### src/tct_pkg.sv
// Constants and register map of the two-channel capture/compare timer
// What this block does
// - A 16-bit unsigned counter that only counts upward.
// - Slave mode 0 clocks the prescaler from the internal clock once enabled.
// - Slave modes 1,2,3,7 use the trigger source; 4,5,6 the internal clock.
// - Mode 7 with trigger 4-6: chosen pin edges give one tick each.
// - Mode 7 with trigger 0-3: each rising edge of the chosen internal trigger gives a tick.
// - Prescaler divides by value plus one; new value applies at next update.
// - Counter runs from 0 to auto-reload, wraps, update event on overflow.
// - Update-generate bit clears the counter and makes an update event.
// - Update-disable bit suppresses all update events.
// - Update event loads auto-reload and prescaler shadows from preloads.
// - Input path: synchronise, filter, edge by polarity, source select, prescale.
// - Capture copies counter to channel value, sets flag, raises enabled irq.
// - Nonzero channel mode means input mode; value writes are ignored.
// - Capture while channel flag is set also sets overcapture flag.
// - Channel events raise interrupt and DMA request when enabled.
// - Event-generate bit sets flag, overcapture, irq and DMA like a capture, but copies no counter value.
// - Mode 1 routes own input to capture, mode 2 the other channel input.
// - Compare match sets, clears or toggles output and raises channel event.
// - Compare shadow enable picks immediate or update-time value load.
// - Output polarity follows polarity bit; driven only when channel enabled.
// - Compare control 6 and 7 are PWM modes 0 and 1.
// - PWM mode 0: output always active when value exceeds auto-reload.
// - PWM mode 0: output always inactive when value is zero.
// - Compare control 0-3: hold, set, clear, toggle on match.
// - Compare control 4 and 5 force inactive and active.
package tct_pkg;
  localparam logic [7:0] TCT_CTL_OFS = 8'h00;
  localparam logic [7:0] TCT_SLV_OFS = 8'h04;
  localparam logic [7:0] TCT_INTEN_OFS = 8'h08;
  localparam logic [7:0] TCT_STAT_OFS = 8'h0C;
  localparam logic [7:0] TCT_SWEV_OFS = 8'h10;
  localparam logic [7:0] TCT_CHCTL_OFS = 8'h14;
  localparam logic [7:0] TCT_CNT_OFS = 8'h18;
  localparam logic [7:0] TCT_PSC_OFS = 8'h1C;
  localparam logic [7:0] TCT_CAR_OFS = 8'h20;
  localparam logic [7:0] TCT_CV0_OFS = 8'h24;
  localparam logic [7:0] TCT_CV1_OFS = 8'h28;
  // Control: bit0 counter enable, bit1 update disable
  localparam int TCT_CEN_BIT = 0;
  localparam int TCT_UDIS_BIT = 1;
  // Slave config: [2:0] slave mode, [6:4] trigger source
  localparam int TCT_SMS_LSB = 0;
  localparam int TCT_TRG_LSB = 4;
  // Status/enable/event bits: bit0 update, bit1/2 channel, bit9/10 overcap in status, DMA in enable
  localparam int TCT_UP_BIT = 0;
  localparam int TCT_CH_LSB = 1;
  localparam int TCT_OF_LSB = 9;
  localparam int TCT_DMA_LSB = 9;
  // Channel control per 16-bit half: [1:0] mode, [3] shadow, [6:4] compare,
  // [11:8] filter, [12] polarity, [13] polarity aux, [14] enable, [15:?]
  localparam int TCT_CH_W = 16;
  localparam int TCT_MS_LSB = 0;
  localparam int TCT_SEN_BIT = 3;
  localparam int TCT_CMP_LSB = 4;
  localparam int TCT_FLT_LSB = 8;
  localparam int TCT_POL_BIT = 12;
  localparam int TCT_NPOL_BIT = 13;
  localparam int TCT_EN_BIT = 14;
  localparam int TCT_ICP_LSB = 6;
  localparam logic [1:0] TCT_ICP_W = 2'h2;
  localparam logic [15:0] TCT_CAR_RST = 16'hFFFF;
  localparam logic [2:0] TCT_SMS_INT = 3'h0;
  localparam logic [2:0] TCT_SMS_EXT = 3'h7;
  localparam logic [2:0] TCT_CMP_SET = 3'h1;
  localparam logic [2:0] TCT_CMP_CLR = 3'h2;
  localparam logic [2:0] TCT_CMP_TGL = 3'h3;
  localparam logic [2:0] TCT_CMP_FLO = 3'h4;
  localparam logic [2:0] TCT_CMP_FHI = 3'h5;
  localparam logic [2:0] TCT_CMP_PWM0 = 3'h6;
  localparam logic [2:0] TCT_CMP_PWM1 = 3'h7;
  localparam logic [1:0] TCT_RESP_OK = 2'h0;
  localparam logic [1:0] TCT_RESP_ERR = 2'h2;
endpackage : tct_pkg

### src/tct_timer.sv
// Two-channel capture/compare timer with AXI4-Lite register slave
//
// The register offsets and the AXI4-Lite interface to the registers are this design's own decisions.
`timescale 1ns/1ns
module tct_timer
  import tct_pkg::*;
#(
  parameter int CNT_W = 16
) (
  // Clock and reset
  input wire logic clk,
  input wire logic rst,
  // AXI4-Lite slave
  input wire logic [7:0] s_axi_awaddr,
  input wire logic s_axi_awvalid,
  output logic s_axi_awready,
  input wire logic [31:0] s_axi_wdata,
  input wire logic [3:0] s_axi_wstrb,
  input wire logic s_axi_wvalid,
  output logic s_axi_wready,
  output logic [1:0] s_axi_bresp,
  output logic s_axi_bvalid,
  input wire logic s_axi_bready,
  input wire logic [7:0] s_axi_araddr,
  input wire logic s_axi_arvalid,
  output logic s_axi_arready,
  output logic [31:0] s_axi_rdata,
  output logic [1:0] s_axi_rresp,
  output logic s_axi_rvalid,
  input wire logic s_axi_rready,
  // Channel pins and triggers
  input wire logic [1:0] channel_input_pin,
  input wire logic [3:0] internal_trigger_input,
  output logic [1:0] channel_out,
  output logic [1:0] channel_out_en,
  // Requests
  output logic [1:0] channel_irq,
  output logic update_irq,
  output logic [1:0] channel_dma_req
);
  logic [1:0] ctl_q;
  logic [6:0] slv_q;
  logic [10:0] inten_q;
  logic [10:0] stat_q;
  logic [31:0] chctl_q;
  logic [CNT_W-1:0] cnt_q, psc_pre_q, psc_sh_q, psc_cnt_q;
  logic [CNT_W-1:0] car_pre_q, car_sh_q;
  logic [CNT_W-1:0] cv_q [2];
  logic [CNT_W-1:0] cvsh_q [2];
  // Bus write holding
  logic aw_have_q, w_have_q;
  logic [7:0] awaddr_q;
  logic [31:0] wdata_q;
  logic wr_go;
  assign s_axi_awready = !aw_have_q && !s_axi_bvalid;
  assign s_axi_wready = !w_have_q && !s_axi_bvalid;
  assign wr_go = aw_have_q && w_have_q && !s_axi_bvalid;
  always_ff @(posedge clk) begin
    if (rst) begin
      aw_have_q <= 1'b0;
      w_have_q <= 1'b0;
      awaddr_q <= 8'h00;
      wdata_q <= 32'h0000_0000;
      s_axi_bvalid <= 1'b0;
      s_axi_bresp <= TCT_RESP_OK;
    end else begin
      if (s_axi_awvalid && s_axi_awready) begin
        aw_have_q <= 1'b1;
        awaddr_q <= s_axi_awaddr;
      end
      if (s_axi_wvalid && s_axi_wready) begin
        w_have_q <= 1'b1;
        wdata_q <= s_axi_wdata;
      end
      if (wr_go) begin
        aw_have_q <= 1'b0;
        w_have_q <= 1'b0;
        s_axi_bvalid <= 1'b1;
        s_axi_bresp <= (awaddr_q > TCT_CV1_OFS || awaddr_q[1:0] != 2'h0) ?
                       TCT_RESP_ERR : TCT_RESP_OK;
      end else if (s_axi_bready) begin
        s_axi_bvalid <= 1'b0;
      end
    end
  end
  function automatic logic wr_at(input logic [7:0] ofs);
    wr_at = wr_go && awaddr_q == ofs;
  endfunction : wr_at
  // Write data lands per byte lane; unstrobed low lanes write zero, unstrobed chctl upper lanes keep their value
  logic [3:0] wstrb_q;
  always_ff @(posedge clk) begin
    if (rst)
      wstrb_q <= 4'h0;
    else if (s_axi_wvalid && s_axi_wready)
      wstrb_q <= s_axi_wstrb;
  end
  logic [15:0] wd;
  assign wd = {wstrb_q[1] ? wdata_q[15:8] : 8'h00,
               wstrb_q[0] ? wdata_q[7:0] : 8'h00};
  // Simple control registers
  always_ff @(posedge clk) begin
    if (rst) begin
      ctl_q <= 2'h0;
      slv_q <= 7'h00;
      inten_q <= 11'h000;
      chctl_q <= 32'h0000_0000;
      psc_pre_q <= '0;
      car_pre_q <= TCT_CAR_RST;
    end else begin
      if (wr_at(TCT_CTL_OFS)) ctl_q <= wd[1:0];
      if (wr_at(TCT_SLV_OFS)) slv_q <= wd[6:0];
      if (wr_at(TCT_INTEN_OFS)) inten_q <= wd[10:0];
      if (wr_at(TCT_CHCTL_OFS)) chctl_q <= {
        wstrb_q[3] ? wdata_q[31:24] : chctl_q[31:24],
        wstrb_q[2] ? wdata_q[23:16] : chctl_q[23:16], wd};
      if (wr_at(TCT_PSC_OFS)) psc_pre_q <= wd;
      if (wr_at(TCT_CAR_OFS)) car_pre_q <= wd;
    end
  end
  // Clock source selection
  logic [2:0] sms, trg;
  assign sms = slv_q[TCT_SMS_LSB +: 3];
  assign trg = slv_q[TCT_TRG_LSB +: 3];
  logic [3:0] iti_q;
  logic [1:0] edge_ev;
  always_ff @(posedge clk) begin
    if (rst) iti_q <= 4'h0;
    else iti_q <= internal_trigger_input;
  end
  logic ext_tick, tick;
  always_comb begin
    ext_tick = 1'b0;
    if (!trg[2])
      ext_tick = internal_trigger_input[trg[1:0]] && !iti_q[trg[1:0]];
    else if (trg == 3'h4)
      ext_tick = edge_ev[0];
    else if (trg == 3'h5)
      ext_tick = edge_ev[0];
    else if (trg == 3'h6)
      ext_tick = edge_ev[1];
  end
  always_comb begin
    tick = 1'b1;
    if (sms == 3'h1 || sms == 3'h2 || sms == 3'h3 || sms == TCT_SMS_EXT)
      tick = ext_tick;
  end
  // Counter, prescaler and update events
  logic run, psc_ev, ovf, ug, upd;
  assign run = ctl_q[TCT_CEN_BIT];
  assign psc_ev = run && tick && psc_cnt_q == psc_sh_q;
  assign ovf = psc_ev && cnt_q >= car_sh_q;
  assign ug = wr_at(TCT_SWEV_OFS) && wd[TCT_UP_BIT];
  assign upd = (ovf || ug) && !ctl_q[TCT_UDIS_BIT];
  always_ff @(posedge clk) begin
    if (rst) begin
      cnt_q <= '0;
      psc_cnt_q <= '0;
      psc_sh_q <= '0;
      car_sh_q <= TCT_CAR_RST;
    end else begin
      if (ug) begin
        cnt_q <= '0;
        psc_cnt_q <= '0;
      end else if (run && tick) begin
        psc_cnt_q <= psc_ev ? '0 : psc_cnt_q + 1'b1;
        if (psc_ev) cnt_q <= ovf ? '0 : cnt_q + 1'b1;
      end
      if (upd) begin
        psc_sh_q <= psc_pre_q;
        car_sh_q <= car_pre_q;
      end
    end
  end
  // Channel input stage
  logic [1:0] sync1_q, sync2_q, filt_q, prev_q;
  logic [3:0] fcnt_q [2];
  logic [2:0] icp_q [2];
  logic [1:0] cap_ev, cmp_ev, sw_ev, ch_ev;
  always_ff @(posedge clk) begin
    if (rst) begin
      sync1_q <= 2'h0;
      sync2_q <= 2'h0;
    end else begin
      sync1_q <= channel_input_pin;
      sync2_q <= sync1_q;
    end
  end
  for (genvar i = 0; i < 2; i++) begin : g_ch
    logic [15:0] cc;
    logic [1:0] ms;
    logic [2:0] cmc;
    logic sel, hit, act;
    assign cc = chctl_q[i*TCT_CH_W +: TCT_CH_W];
    assign ms = cc[TCT_MS_LSB +: 2];
    assign cmc = cc[TCT_CMP_LSB +: 3];
    // Filter: input must stay stable for the programmed count plus one cycles
    always_ff @(posedge clk) begin
      if (rst) begin
        fcnt_q[i] <= 4'h0;
        filt_q[i] <= 1'b0;
        prev_q[i] <= 1'b0;
      end else begin
        prev_q[i] <= filt_q[i];
        if (sync2_q[i] == filt_q[i]) fcnt_q[i] <= 4'h0;
        else if (fcnt_q[i] >= cc[TCT_FLT_LSB +: 4]) begin
          filt_q[i] <= sync2_q[i];
          fcnt_q[i] <= 4'h0;
        end else fcnt_q[i] <= fcnt_q[i] + 4'h1;
      end
    end
    // Edge selected by polarity bits, both bits give either edge
    assign edge_ev[i] = (filt_q[i] != prev_q[i]) &&
      ((cc[TCT_POL_BIT] && cc[TCT_NPOL_BIT]) ||
       (filt_q[i] ^ cc[TCT_POL_BIT]));
    assign sel = (ms == 2'h1) ? edge_ev[i] :
                 (ms == 2'h2) ? edge_ev[1-i] : 1'b0;
    // Input prescaler: 1, 2, 4 or 8 events per capture
    always_ff @(posedge clk) begin
      if (rst) icp_q[i] <= 3'h0;
      else if (sel) icp_q[i] <= (icp_q[i] ==
        3'((1 << cc[TCT_ICP_LSB +: TCT_ICP_W]) - 1)) ? 3'h0 : icp_q[i] + 3'h1;
    end
    assign cap_ev[i] = sel && cc[TCT_EN_BIT] && icp_q[i] ==
      3'((1 << cc[TCT_ICP_LSB +: TCT_ICP_W]) - 1);
    // Channel value, shadow and compare
    always_ff @(posedge clk) begin
      if (rst) begin
        cv_q[i] <= '0;
        cvsh_q[i] <= '0;
      end else begin
        if (ms != 2'h0) begin
          if (cap_ev[i]) cv_q[i] <= cnt_q;
        end else if (wr_at(i ? TCT_CV1_OFS : TCT_CV0_OFS)) begin
          cv_q[i] <= wd;
        end
        if (!cc[TCT_SEN_BIT] || upd) cvsh_q[i] <= cv_q[i];
      end
    end
    assign hit = ms == 2'h0 && psc_ev && cnt_q == cvsh_q[i];
    assign cmp_ev[i] = hit;
    always_ff @(posedge clk) begin
      if (rst) act <= 1'b0;
      else unique case (cmc)
        3'h0: act <= act;
        TCT_CMP_SET: if (hit) act <= 1'b1;
        TCT_CMP_CLR: if (hit) act <= 1'b0;
        TCT_CMP_TGL: if (hit) act <= !act;
        TCT_CMP_FLO: act <= 1'b0;
        TCT_CMP_FHI: act <= 1'b1;
        TCT_CMP_PWM0: act <= cnt_q < cvsh_q[i];
        TCT_CMP_PWM1: act <= !(cnt_q < cvsh_q[i]);
      endcase
    end
    always_ff @(posedge clk) begin
      if (rst) begin
        channel_out[i] <= 1'b0;
        channel_out_en[i] <= 1'b0;
      end else begin
        channel_out[i] <= act ^ cc[TCT_POL_BIT];
        channel_out_en[i] <= cc[TCT_EN_BIT] && ms == 2'h0;
      end
    end
    assign sw_ev[i] = wr_at(TCT_SWEV_OFS) && wd[TCT_CH_LSB + i];
    assign ch_ev[i] = cap_ev[i] || cmp_ev[i] || sw_ev[i];
  end
  // Status flags: set wins over a clear in the same cycle
  logic [10:0] set_v, clr_v;
  always_comb begin
    set_v = 11'h000;
    set_v[TCT_UP_BIT] = upd;
    set_v[TCT_CH_LSB +: 2] = ch_ev;
    set_v[TCT_OF_LSB +: 2] = (cap_ev | sw_ev) &
      stat_q[TCT_CH_LSB +: 2];
    clr_v = wr_at(TCT_STAT_OFS) ? ~wd[10:0] : 11'h000;
  end
  always_ff @(posedge clk) begin
    if (rst) stat_q <= 11'h000;
    else stat_q <= (stat_q & ~clr_v) | set_v;
  end
  always_ff @(posedge clk) begin
    if (rst) begin
      channel_irq <= 2'h0;
      update_irq <= 1'b0;
      channel_dma_req <= 2'h0;
    end else begin
      channel_irq <= stat_q[TCT_CH_LSB +: 2] & inten_q[TCT_CH_LSB +: 2];
      update_irq <= stat_q[TCT_UP_BIT] & inten_q[TCT_UP_BIT];
      channel_dma_req <= ch_ev & inten_q[TCT_DMA_LSB +: 2];
    end
  end
  // Read channel
  logic [31:0] rd;
  always_comb begin
    unique case (s_axi_araddr)
      TCT_CTL_OFS: rd = {30'h0, ctl_q};
      TCT_SLV_OFS: rd = {25'h0, slv_q};
      TCT_INTEN_OFS: rd = {21'h0, inten_q};
      TCT_STAT_OFS: rd = {21'h0, stat_q};
      TCT_CHCTL_OFS: rd = chctl_q;
      TCT_CNT_OFS: rd = {16'h0, cnt_q};
      TCT_PSC_OFS: rd = {16'h0, psc_pre_q};
      TCT_CAR_OFS: rd = {16'h0, car_pre_q};
      TCT_CV0_OFS: rd = {16'h0, cv_q[0]};
      TCT_CV1_OFS: rd = {16'h0, cv_q[1]};
      default: rd = 32'h0000_0000;
    endcase
  end
  assign s_axi_arready = !s_axi_rvalid;
  always_ff @(posedge clk) begin
    if (rst) begin
      s_axi_rvalid <= 1'b0;
      s_axi_rdata <= 32'h0000_0000;
      s_axi_rresp <= TCT_RESP_OK;
    end else if (s_axi_arvalid && s_axi_arready) begin
      s_axi_rvalid <= 1'b1;
      s_axi_rdata <= rd;
      s_axi_rresp <= (s_axi_araddr > TCT_CV1_OFS || s_axi_araddr[1:0] != 2'h0)
                     ? TCT_RESP_ERR : TCT_RESP_OK;
    end else if (s_axi_rready) begin
      s_axi_rvalid <= 1'b0;
    end
  end
  // Checks
  capture_copy_a: assert property (@(posedge clk) disable iff (rst)
    cap_ev[0] |=> cv_q[0] == $past(cnt_q) && stat_q[TCT_CH_LSB])
    else $error("capture did not copy counter");
  overcap_a: assert property (@(posedge clk) disable iff (rst)
    cap_ev[0] && stat_q[TCT_CH_LSB] |=> stat_q[TCT_OF_LSB])
    else $error("overcapture flag missing");
  wrap_zero_a: assert property (@(posedge clk) disable iff (rst)
    ovf && !ug |=> cnt_q == '0)
    else $error("counter did not wrap");
  ug_clear_a: assert property (@(posedge clk) disable iff (rst)
    ug |=> cnt_q == '0)
    else $error("update generate did not clear counter");
  udis_quiet_a: assert property (@(posedge clk) disable iff (rst)
    ctl_q[TCT_UDIS_BIT] |-> !upd)
    else $error("update with disable set");
  shadow_load_a: assert property (@(posedge clk) disable iff (rst)
    upd |=> car_sh_q == $past(car_pre_q) && psc_sh_q == $past(psc_pre_q))
    else $error("shadows not loaded");
  input_nowrite_a: assert property (@(posedge clk) disable iff (rst)
    g_ch[0].ms != 2'h0 && !cap_ev[0] |=> $stable(cv_q[0]))
    else $error("input channel value changed");
  flag_sticky_a: assert property (@(posedge clk) disable iff (rst)
    stat_q[TCT_CH_LSB] && !wr_at(TCT_STAT_OFS) |=> stat_q[TCT_CH_LSB])
    else $error("channel flag dropped");
  sw_event_a: assert property (@(posedge clk) disable iff (rst)
    sw_ev[1] && inten_q[TCT_DMA_LSB + 1] |=> channel_dma_req[1])
    else $error("software event gave no dma");
endmodule : tct_timer
### config.mk
export PLATFORM = sky130hd
export DESIGN_NAME = tct_timer
export DESIGN_NICKNAME = d
export VERILOG_FILES = /design/src/tct_pkg.sv /design/src/tct_timer.sv
export SDC_FILE = /design/constraint.sdc
export NUM_CORES = 1
export LEC_CHECK = 0
export BUFFER_PORTS_ARGS = -buffer_cell sky130_fd_sc_hd__buf_4
export CORE_AREA = 2 2 174 176
export DETAILED_ROUTE_END_ITERATION = 6
export DIE_AREA = 0 0 176 178
export GPL_ROUTABILITY_DRIVEN = 0
export GPL_TIMING_DRIVEN = 0
export PLACE_DENSITY = 0.8
export RECOVER_POWER = 50
export SLEW_MARGIN = 20
export SYNTH_ARGS = -nofsm -noshare
export SYNTH_HDL_FRONTEND = slang
export SYNTH_SLANG_ARGS = --single-unit
### constraint.sdc
create_clock -name clk -period 2.7 [get_ports clk]
set_input_delay 0.27 -clock clk [delete_from_list [all_inputs] [get_ports clk]]
set_output_delay 0.27 -clock clk [all_outputs]
set_load 0.02 [all_outputs]
==> reports/qor.csv, run 1 <==
stage,metric,value,unit
synthesis,Yosys Warn Count,0,
timing,Final Max Slew Viols,0,
run,Max Cap Violations,0,
drt,detailed-route via count,14900,
synthesis,Post-synth EDFFs,78,
die,core box area,0.0294,mm^2
die,Die X,176,um
die,Cell Rows,63,
critical_path,Critical Path Max Stage Delay,0.36,ns
layout,Post-Route Utilization,64.3,%
drt,DRT Wirelength,52300,um
layout,layout cell share with drive strength beyond 1,10.4,%
synthesis,post-synth top area share,33.1,%
die,chip height,178,um
grt,initial antenna violation count,0,
placed_design,post-DP HPWL,37500,um
critical_path,Setup crit end kind,register,
timing,Worst slew margin,32.5,%
timing,fin crit period,2.64,ns
clocking,H-tree Lvls,2,
layout,antenna cells,0,
run_status,violated checks,design-rule violations,
synthesis,mux contribution to synthesized area,2.07,%
run_status,status,"finished, violations left",
synthesis,cell area after synthesis,0.0160,mm^2
critical_path,CP Data Required Time,2.93,ns
grt,vias in the first global route,14400,
placed_design,dpl cells,2343,
synthesis,sequential fraction of the synthesis area,47.7,%
synthesis,ys async rst share,0,%
synthesis,Synth Area in XOR/XNOR,2.30,%
critical_path,crit path DAT,2.87,ns
drt,Pre-Repair DR Iteration Count,7,
layout,fin cells,2451,
clocking,CTS Sinks,342,
critical_path,"delay-heaviest family, CP",compound AO/OA/AOI/OAI gates,
timing,final hold violation count,0,
drt,Routed WL per cell,21.4,um
clocking,Skew-Pair Late Insertion Delay,0.53,ns
die,I/O pins,115,
die,full die area,0.0313,mm^2
timing,Final setup viols,0,
synthesis,Synth area leader,dfxtp_1,
timing,fmax,0.378,GHz
critical_path,critical path class,reg -> reg,
timing,Setup Skew,0.0363,ns
drt,post-route ant nets,0,
drt,Via density,6.07,
power_and_ir_drop,Cell Pwr Density,580,mW/mm^2
critical_path,CP most frequent cell,buf_6,
timing,actual slew at the worst max-slew pin,0.999,ns
synthesis,Post-Synth Simple-Gate Area,23.2,%
clocking,CTS max path bufs,3,
clocking,clk slew on worst S/H paths,0.06,ns
power_and_ir_drop,peak supply drop,0.437,mV
timing,fin crit share,97.9,%
placed_design,input/output buffers,111,
synthesis,dominant cells by area after synthesis,"dfxtp_1 33%, edfxtp_1 15%, nor2_1 7.2%, a21oi_1 5.4%, ha_1 4.9%",
synthesis,unique cell type count in the Yosys netlist,72,
synthesis,Seq cells post-synth,342,
die,Starting Density,54.4,%
layout,nets@finish,2162,
clocking,CTS tree,yes,
grt,first-pass GRT wire length,79400,um
critical_path,Buf/Inv on CP,3,
grt,largest net degree at the start of global routing,17,
clocking,clock buffer count from CTS,36,
grt,aggregate global routing overflow,0,
layout,Synth-to-Final Area Change,18.2,%
synthesis,Mapped Cells,1834,
drt,drt drc,23,
synthesis,Synth Area in Compound Gates,15.4,%
clocking,root buffer cell,clkbuf_16,
grt,gr usage total,33.2,%
synthesis,post-synthesis adder-cell area fraction,4.92,%
critical_path,"Max FO, Critical Path",16,
synthesis,syn_area_per_cell,8.72,um^2
critical_path,slowest library cell on the worst path,dfxtp_4,
synthesis,largest family of logic cells by synthesized area,simple AND/OR/NAND/NOR gates,
critical_path,startpoint types,register,
hold_path,Hold Path Class,in -> reg,
synthesis,main flop type after synthesis,dfxtp_1,
power_and_ir_drop,LEAKAGE,0.00715,uW
critical_path,crit path cell chain,inv_2 -> ha_1 -> nand2b_1 -> a211oi_2 -> o211ai_1 -> a211oi_4 -> buf_6 -> o31ai_4 -> buf_6 -> nor2_4 -> nand2_8,
drt,initial DRC count,2124,
cell families after synthesis:
| logic type | count (synthesis) |
|---|---|
| compound gates | 388 |
| xor+xnor | 42 |
| fa+ha+maj | 63 |
| buf+inv | 171 |
| flops | 342 |
| mux | 33 |
| other cells | 2 |
| simple gates | 793 |
layer usage:
layer	up-vias	part of all wire, %	global-route usage [%]
met5	-	0	0
met4	0	8.0	22.8
met3	256	12	7.52
met2	933	45	53.8
met1	6917	35	39.4
li1	6779	-	-
cells in the mapped netlist (32+ instances only):
master	number
nor2_1	306
nand2_1	206
o21ai_0	61
nor3_1	48
edfxtp_1	78
mux2i_1	32
nand3_1	37
nand3b_1	42
dfxtp_1	264
ha_1	62
a21oi_1	173
xnor2_1	33
a22oi_1	43
inv_1	71
clkbuf_1	68
nor2b_1	52
worst paths after layout:
check / startpoint / end / slack (ns) / cells past startpoint
hold reg to reg: sync1_q[1]$_SDFF_PP0_ / sync2_q[1]$_SDFF_PP0_ / 0.44 / 1
setup reg to reg: cnt_q[0]$_SDFFE_PP0P_ / cvsh_q[0][11]$_SDFFCE_PN0P_ / 0.06 / 11
setup / recovery: cnt_q[0]$_SDFFE_PP0P_ / cvsh_q[0][11]$_SDFFCE_PN0P_ / 0.06 / 11
hold / removal: s_axi_wdata[14] / wdata_q[14]$_SDFFE_PP0P_ / 0.00008 / 3
worst reg2reg max path: stages (launching register included):
cell and delay (ns):
dfxtp_4 0.36, inv_2 0.06, ha_1 0.28, nand2b_1 0.15
a211oi_2 0.19, o211ai_1 0.21, a211oi_4 0.29, buf_6 0.16
o31ai_4 0.08, buf_6 0.16, nor2_4 0.23, nand2_8 0.16
what timing repair did:
action,4_1_cts,5_1_grt
resized for setup,25,24
setup endpoints to repair,147,115
hold buffers,27,0
buffers inserted,10,7
endpoints found under the hold margin,27,0
pin swaps,9,9
flip-flops by register name (all words and copies together), names as in the netlist, 32 cells and up:
name and flops:
cvsh_q 32, s_axi_rdata 32, cv_q 32, wdata_q 32, chctl_q 32
per-stage QoR:
step | TNS [ns] | hold WS, ns | total power (uW) | area, um^2 | worst slack (ns)
6_report | 0 | 0.0000777 | 11000 | 18900 | 0.0564
5_1_grt | -0.0651 | 0.00619 | 11200 | 18900 | -0.0160
4_1_cts | 0 | 0.000327 | 10900 | 19000 | 0.000477
3_5_place_dp | -71.17 | 0.423 | 6110 | 17400 | -0.731
3_3_place_gp | -67.89 | 0.417 | 6080 | 17400 | -0.709
2_1_floorplan | 0 | 0.370 | 5840 | 16000 | 0.0583
power by group:
group	switching, uW	internal (uW)
Combinational	415	243
Sequential	73.6	5320
Clock	2040	2860
Total	2530	8430
layout make-up:
type | count | area, um^2
Timing Repair Buffer | 155 | 1070
Sequential cell | 342 | 7660
Tap cell | 390 | 488
Buffer | 100 | 427
Inverter | 71 | 267
Fill cell | 2379 | 10500
Clock inverter | 14 | 138
Multi-Input combinational cell | 1329 | 7820
Clock buffer | 50 | 1030
cell usage in the layout, fill, tap and decap left out, types with 23 or more instances in the layout:
| cell | instances |
|---|---|
| a21oi_1 | 172 |
| a22oi_1 | 43 |
| buf_4 | 79 |
| clkbuf_1 | 129 |
| clkbuf_16 | 38 |
| dfxtp_1 | 249 |
| dlygate4sd3_1 | 27 |
| edfxtp_1 | 78 |
| ha_1 | 62 |
| inv_1 | 70 |
| mux2i_1 | 32 |
| nand2_1 | 204 |
| nand2b_1 | 23 |
| nand3_1 | 37 |
| nand3b_1 | 42 |
| nor2_1 | 303 |
| nor2b_1 | 52 |
| nor3_1 | 45 |
| o21ai_0 | 61 |
| xnor2_1 | 33 |
Power figures use the tool's default switching activity.
==> inputs of run 2 (changes only) <==
ABC_AREA = 1   (was not set)
==> reports/qor.csv, run 2 <==
stage,metric,value,unit
timing,hold slack,0.00569,ns
die,full die area,0.0313,mm^2
clocking,root buffer cell,clkbuf_16,
timing,fin crit share,99.0,%
grt,gr usage total,32.3,%
grt,aggregate global routing overflow,0,
synthesis,Synth area leader,dfxtp_1,
drt,detailed-route via count,15600,
critical_path,Levels on crit path,11,
placed_design,Area after DPL,0.0174,mm^2
power_and_ir_drop,Cell Pwr Density,586,mW/mm^2
run_status,status,"finished, violations left",
critical_path,Worst Setup EP,cv_q[0][4]$_DFFE_PP_,
grt,vias in the first global route,14400,
critical_path,crit path DAT,3.02,ns
power_and_ir_drop,peak supply drop,0.477,mV
placed_design,dpl cells,2580,
synthesis,Seq cells post-synth,342,
critical_path,slowest library cell on the worst path,nor3_2,
timing,RSZ-0062 raised after global routing,false,
critical_path,CP most frequent cell,nand2_1,
clocking,clock buffer count from CTS,37,
layout,nets@finish,2384,
drt,drt drc,6,
clocking,CTS Sinks,342,
synthesis,unique cell type count in the Yosys netlist,45,
layout,"most common cell after layout, fill and taps aside",nand2_1,
timing,fin crit period,2.67,ns
timing,Setup Skew,0.0187,ns
drt,Pre-Repair DR Iteration Count,7,
synthesis,Post-synth EDFFs,78,
critical_path,Critical Path Max Stage Delay,0.66,ns
synthesis,sequential fraction of the synthesis area,47.5,%
synthesis,post-synth top area share,32.9,%
drt,Via density,5.84,
layout,Synth-to-Final Area Change,16.6,%
die,Starting Density,54.7,%
grt,initial antenna violation count,1,
layout,layout cell share with drive strength beyond 1,8.19,%
synthesis,most common cell in the netlist,nand2_1,
synthesis,Yosys Warn Count,0,
timing,fmax,0.374,GHz
synthesis,Mapped Cells,2071,
drt,DRT Wirelength,52300,um
die,core box area,0.0294,mm^2
synthesis,Synth top cells by count,"335 x nand2_1, 272 x nor2_1, 264 x dfxtp_1",
critical_path,CP Data Required Time,3.05,ns
timing,final hold violation count,0,
synthesis,main flop type after synthesis,dfxtp_1,
grt,largest net degree at the start of global routing,17,
timing,Final setup viols,0,
layout,fin cells,2674,
clocking,Skew-Pair Late Insertion Delay,0.54,ns
placed_design,post-DP HPWL,38200,um
synthesis,dominant cells by area after synthesis,"dfxtp_1 33%, edfxtp_1 15%, nand2_1 7.8%, nor2_1 6.4%, a21oi_1 6.1%",
clocking,CTS max path bufs,3,
critical_path,critical path class,reg -> reg,
hold_path,Hold Path Class,in -> reg,
drt,post-route ant nets,0,
synthesis,ys async rst share,0,%
timing,Worst slew margin,34.5,%
layout,most frequent cells in the layout,"334 x nand2_1, 272 x nor2_1, 250 x inv_1",
critical_path,"Max FO, Critical Path",10,
die,Die X,176,um
drt,initial DRC count,2561,
placed_design,input/output buffers,111,
die,Cell Rows,63,
layout,final instance area,0.0187,mm^2
critical_path,Reg2Reg Capture Point,cv_q[0][4]$_DFFE_PP_,
timing,total negative slack,0,ns
timing,Setup WS post-layout,0.0282,ns
critical_path,Critical Path Start,filt_q[1]$_SDFFE_PP0N_,
clocking,H-tree Lvls,2,
critical_path,crit path cell chain,inv_1 -> nor2_1 -> nand2_1 -> nand2_1 -> nand3_1 -> nand2_1 -> o21ai_0 -> nor3_2 -> nand2_1 -> buf_2 -> o22ai_1,
critical_path,Setup crit end kind,register,
run,Max Cap Violations,0,
synthesis,syn_area_per_cell,7.76,um^2
die,chip height,178,um
critical_path,Buf/Inv on CP,2,
run_status,violated checks,design-rule violations,
synthesis,cell area after synthesis,0.0161,mm^2
power_and_ir_drop,LEAKAGE,0.00782,uW
drt,Routed WL per cell,19.6,um
critical_path,reg2reg start,filt_q[1]$_SDFFE_PP0N_,
timing,actual slew at the worst max-slew pin,0.972,ns
placed_design,worst slack at placement,-0.991,ns
critical_path,"delay-heaviest family, CP",simple AND/OR/NAND/NOR gates,
die,I/O pins,115,
timing,Final Max Slew Viols,0,
grt,first-pass GRT wire length,77900,um
critical_path,startpoint types,register,
critical_path,R2R Setup Slk,0.03,ns
clocking,clk slew on worst S/H paths,0.06,ns
clocking,CTS tree,yes,
critical_path,Worst Reg-to-Reg Cells,11,
[run 2: cell count changes after synthesis, moves of 38 or more]
cell / previous run / this run
nand2_1: 206 / 335
a22oi_1: 43 / 0
o21ai_0: 61 / 173
nand3b_1: 42 / 4
nor2b_1: 52 / 0
nand3_1: 37 / 142
inv_1: 71 / 251
[run 2: timing repair]
item / CTS / global route
hold buffers: 20 / 0
endpoints found under the setup margin: 154 / 65
setup buffers: 2 / 5
pin swaps: 1 / 3
gates cloned: 0 / 1
gates resized for setup: 29 / 7
hold endpoints to repair: 20 / 0
[run 2: metal layers]
metal,track usage [%],vias up,share of wire (%)
met5,0,-,0
met4,19.4,0,7.4
met3,9.27,274,13
met2,49.6,1062,42
met1,40.6,7034,37
li1,-,7237,-
[run 2: worst min path at each step]
stage / from / end / slack (ns) / cells after the start
final: s_axi_wdata[7] / wdata_q[7]$_SDFFE_PP0P_ / 0.006 / 3
after global routing: s_axi_wdata[18] / wdata_q[18]$_SDFFE_PP0P_ / 0.02 / 3
after CTS: s_axi_wstrb[0] / wstrb_q[0]$_SDFFE_PP0P_ / 0.0006 / 3
after detailed placement: sync1_q[1]$_SDFF_PP0_ / sync2_q[1]$_SDFF_PP0_ / 0.40 / 2
after global placement: sync1_q[1]$_SDFF_PP0_ / sync2_q[1]$_SDFF_PP0_ / 0.39 / 2
after floorplan: internal_trigger_input[0] / iti_q[0]$_SDFF_PP0_ / 0.38 / 2
[run 2: logic make-up (layout without fill, tap and decap cells)]
group	after synthesis	in the layout	synth area share, %
simple gates	825	826	21.7
compound gates	456	456	15.4
buf+inv	347	550	8.55
flops	342	342	47.5
fa+ha+maj	63	63	4.89
xor+xnor	36	36	1.96
other cells	2	11	0.0467
[run 2: layout make-up]
class                      instances  area [um^2]
clock buffer                      52         1050
inverter                         259          972
timing repair buffer             138          918
antenna                            1         2.50
multi-input combinational       1391         7170
clock inverter                    13         88.8
tap                              390          488
buffer                            88          402
fill                            2454        10700
sequential                       342         7650
[run 2: through the flow]
stage / total power, uW / utilization, %
3_3_place_gp: 6200 / 59.3
5_1_grt: 11300 / 63.7
3_5_place_dp: 6220 / 59.3
4_1_cts: 10900 / 64.1
6_report: 11000 / 63.7
2_1_floorplan: 5940 / -
[run 2: power by group]
group | total [uW] | switching, uW | internal [uW]
combinational | 743 | 504 | 239
clock | 4810 | 2090 | 2720
sequential | 5420 | 68.1 | 5350
[run 2: worst register-to-register path: cells and delay by family, from the launching register on]
family	cells	cell delay [ns]
buf+inv	2	0.36
compound gates	2	0.35
flops	1	0.33
simple gates	7	1.45
==> inputs of run 3 (changes only) <==
CORE_AREA = 2 2 183 185   (was 2 2 174 176)
DIE_AREA = 0 0 185 187   (was 0 0 176 178)
PLACE_DENSITY = 0.74   (was 0.8)
==> reports/qor.csv, run 3 (synthesis gave the netlist of run 2 again) <==
stage,metric,value,unit
die,core box area,0.0329,mm^2
die,chip height,187,um
power_and_ir_drop,Sequential Power Share,48.6,%
timing,fin crit share,97.4,%
placed_design,worst slack at placement,-1.08,ns
power_and_ir_drop,Comb power frac,6.7,%
power_and_ir_drop,clock network fraction of total power,44.8,%
layout,most frequent cells in the layout,"335 x nand2_1, 272 x nor2_1, 249 x inv_1",
timing,final hold violation count,0,
critical_path,"Max FO, Critical Path",21,
run_status,violated checks,design-rule violations,
critical_path,Reg2Reg Capture Point,cvsh_q[1][13]$_SDFFCE_PN0P_,
power_and_ir_drop,peak supply drop,0.471,mV
critical_path,crit path cell chain,nor2_1 -> nand2_1 -> nor2_1 -> nand2_1 -> nor2_1 -> o21bai_4 -> nand2_4 -> buf_6 -> nand3_4,
layout,final instance area,0.0188,mm^2
critical_path,Buf/Inv on CP,1,
clocking,CTS tree,yes,
die,I/O pins,115,
run,Max Cap Violations,0,
critical_path,R2R Setup Slk,0.07,ns
drt,drt drc,44,
layout,FF/Latch Area,0.00767,mm^2
clocking,clock buffer count from CTS,35,
layout,fin cells,2718,
placed_design,post-DP HPWL,39300,um
grt,largest net degree at the start of global routing,17,
timing,Setup Skew,0.0259,ns
critical_path,Worst Reg-to-Reg Cells,9,
hold_path,WHS Path Cells,3,
timing,Worst slew margin,32.1,%
drt,post-route ant nets,0,
grt,initial antenna violation count,0,
layout,antenna cells,0,
layout,nets@finish,2370,
drt,Pre-Repair DR Iteration Count,7,
die,Cell Rows,67,
timing,Setup WS post-layout,0.0691,ns
critical_path,slowest library cell on the worst path,dfxtp_1,
power_and_ir_drop,Power Internal,8490,uW
timing,total negative slack,0,ns
placed_design,input/output buffers,111,
die,Starting Density,48.9,%
power_and_ir_drop,Cell Pwr Density,594,mW/mm^2
critical_path,Setup crit end kind,register,
timing,fin crit period,2.63,ns
drt,Via density,5.67,
placed_design,Area after DPL,0.0175,mm^2
clocking,H-tree Lvls,2,
clocking,CTS Sinks,342,
critical_path,critical path class,reg -> reg,
grt,aggregate global routing overflow,0,
critical_path,Critical Path Max Stage Delay,0.40,ns
power_and_ir_drop,sw power,2650,uW
hold_path,hold_sp,s_axi_wdata[27],
placed_design,dpl cells,2638,
hold_path,Hold Path Class,in -> reg,
clocking,clk slew on worst S/H paths,0.06,ns
drt,DRT Wirelength,53600,um
critical_path,"delay-heaviest family, CP",simple AND/OR/NAND/NOR gates,
critical_path,reg2reg start,s_axi_bvalid$_SDFFE_PP0P_,
timing,Final Max Slew Viols,0,
timing,actual slew at the worst max-slew pin,1.02,ns
power_and_ir_drop,Net Sw Frac,23.8,%
critical_path,startpoint types,register,
critical_path,CP most frequent cell,nor2_1,
drt,detailed-route via count,15400,
drt,initial DRC count,2046,
die,Die X,185,um
run_status,status,"finished, violations left",
layout,Synth-to-Final Area Change,16.8,%
drt,Routed WL per cell,19.7,um
clocking,root buffer cell,clkbuf_16,
timing,fmax,0.380,GHz
critical_path,crit path DAT,2.84,ns
layout,fillers,3047,
grt,vias in the first global route,14600,
power_and_ir_drop,LEAKAGE,0.00777,uW
grt,gr usage total,30.7,%
critical_path,CP Data Required Time,2.91,ns
timing,Final setup viols,0,
layout,"most common cell after layout, fill and taps aside",nand2_1,
clocking,Skew-Pair Late Insertion Delay,0.54,ns
grt,first-pass GRT wire length,80600,um
layout,layout cell share with drive strength beyond 1,8.24,%
hold_path,end of the worst hold path,wdata_q[27]$_SDFFE_PP0P_,
die,full die area,0.0346,mm^2
layout,area of the multi-input gates,0.00720,mm^2
clocking,CTS max path bufs,3,
## run 3: cell count changes in the layout (fill, tap and decap cells not counted), moves of 3 or more
cell / delta
dlygate4sd3_1: -9
dfxtp_4: +6
dfxtp_2: -4
buf_4: -3
bufinv_16: +3
## run 3: worst max-delay path by stage
stage | cells after the start | slack [ns] | start | end
global route | 10 | -0.008 | cnt_q[11]$_SDFFE_PP0P_ | cvsh_q[1][13]$_SDFFCE_PN0P_
global placement | 12 | -1.02 | cnt_q[7]$_SDFFE_PP0P_ | cvsh_q[1][11]$_SDFFCE_PN0P_
detailed placement | 12 | -1.08 | cnt_q[7]$_SDFFE_PP0P_ | cvsh_q[1][11]$_SDFFCE_PN0P_
finish | 9 | 0.07 | s_axi_bvalid$_SDFFE_PP0P_ | cvsh_q[1][13]$_SDFFCE_PN0P_
CTS | 6 | 0.01 | chctl_q[16]$_SDFFE_PP0P_ | cv_q[1][14]$_SDFFCE_PN0P_
floorplan | 12 | -0.02 | cnt_q[7]$_SDFFE_PP0P_ | cvsh_q[0][0]$_SDFFCE_PN0P_
## run 3: per-layer routing
metal	vias to the layer above	global-route usage (%)	part of all wire, %
met2	949	47.9	43
met5	-	0	0
met1	6991	38.3	37
li1	7223	-	-
met3	252	8.10	12
met4	0	17.7	7.2
## run 3: timing repair
item / CTS / global route
endpoints found under the setup margin: 147 / 103
pin swaps: 0 / 2
cloned: 2 / 0
gates resized for setup: 40 / 4
buffers inserted: 0 / 4
hold buffers: 11 / 0
endpoints found under the hold margin: 11 / 0
## run 3: worst reg2reg max path: stages, from the launching register on
cell and delay [ns]:
dfxtp_1 0.40, nor2_1 0.07, nand2_1 0.31, nor2_1 0.13
nand2_1 0.32, nor2_1 0.12, o21bai_4 0.27, nand2_4 0.17
buf_6 0.29, nand3_4 0.22
## run 3: power by group through the flow
stage	clock, uW	sequential, uW	combinational [uW]
after floorplan	0	5520	422
after global placement	0	5530	684
after detailed placement	0	5530	706
after CTS	4980	5410	727
after global routing	5210	5420	811
final	4990	5410	745
## run 3: through the flow
stage               util, %  hold WS (ns)  power, uW
floorplan                 -         0.377       5940
global placement       53.2         0.393       6210
detailed placement     53.2         0.402       6240
CTS                    57.6       0.00289      11100
global route           57.1        0.0127      11400
finish                 57.1       0.00539      11100
## run 3: area by class of cell
| class | instances | share of cell area [%] |
|---|---|---|
| repair buffers | 126 | 4.29 |
| flip-flops and latches | 342 | 40.9 |
| well taps | 448 | 2.99 |
| clock inverters | 13 | 0.833 |
| plain buffers | 87 | 2.05 |
| inverters | 259 | 5.18 |
| clock buffers | 51 | 5.42 |
| multi-input cells | 1392 | 38.4 |
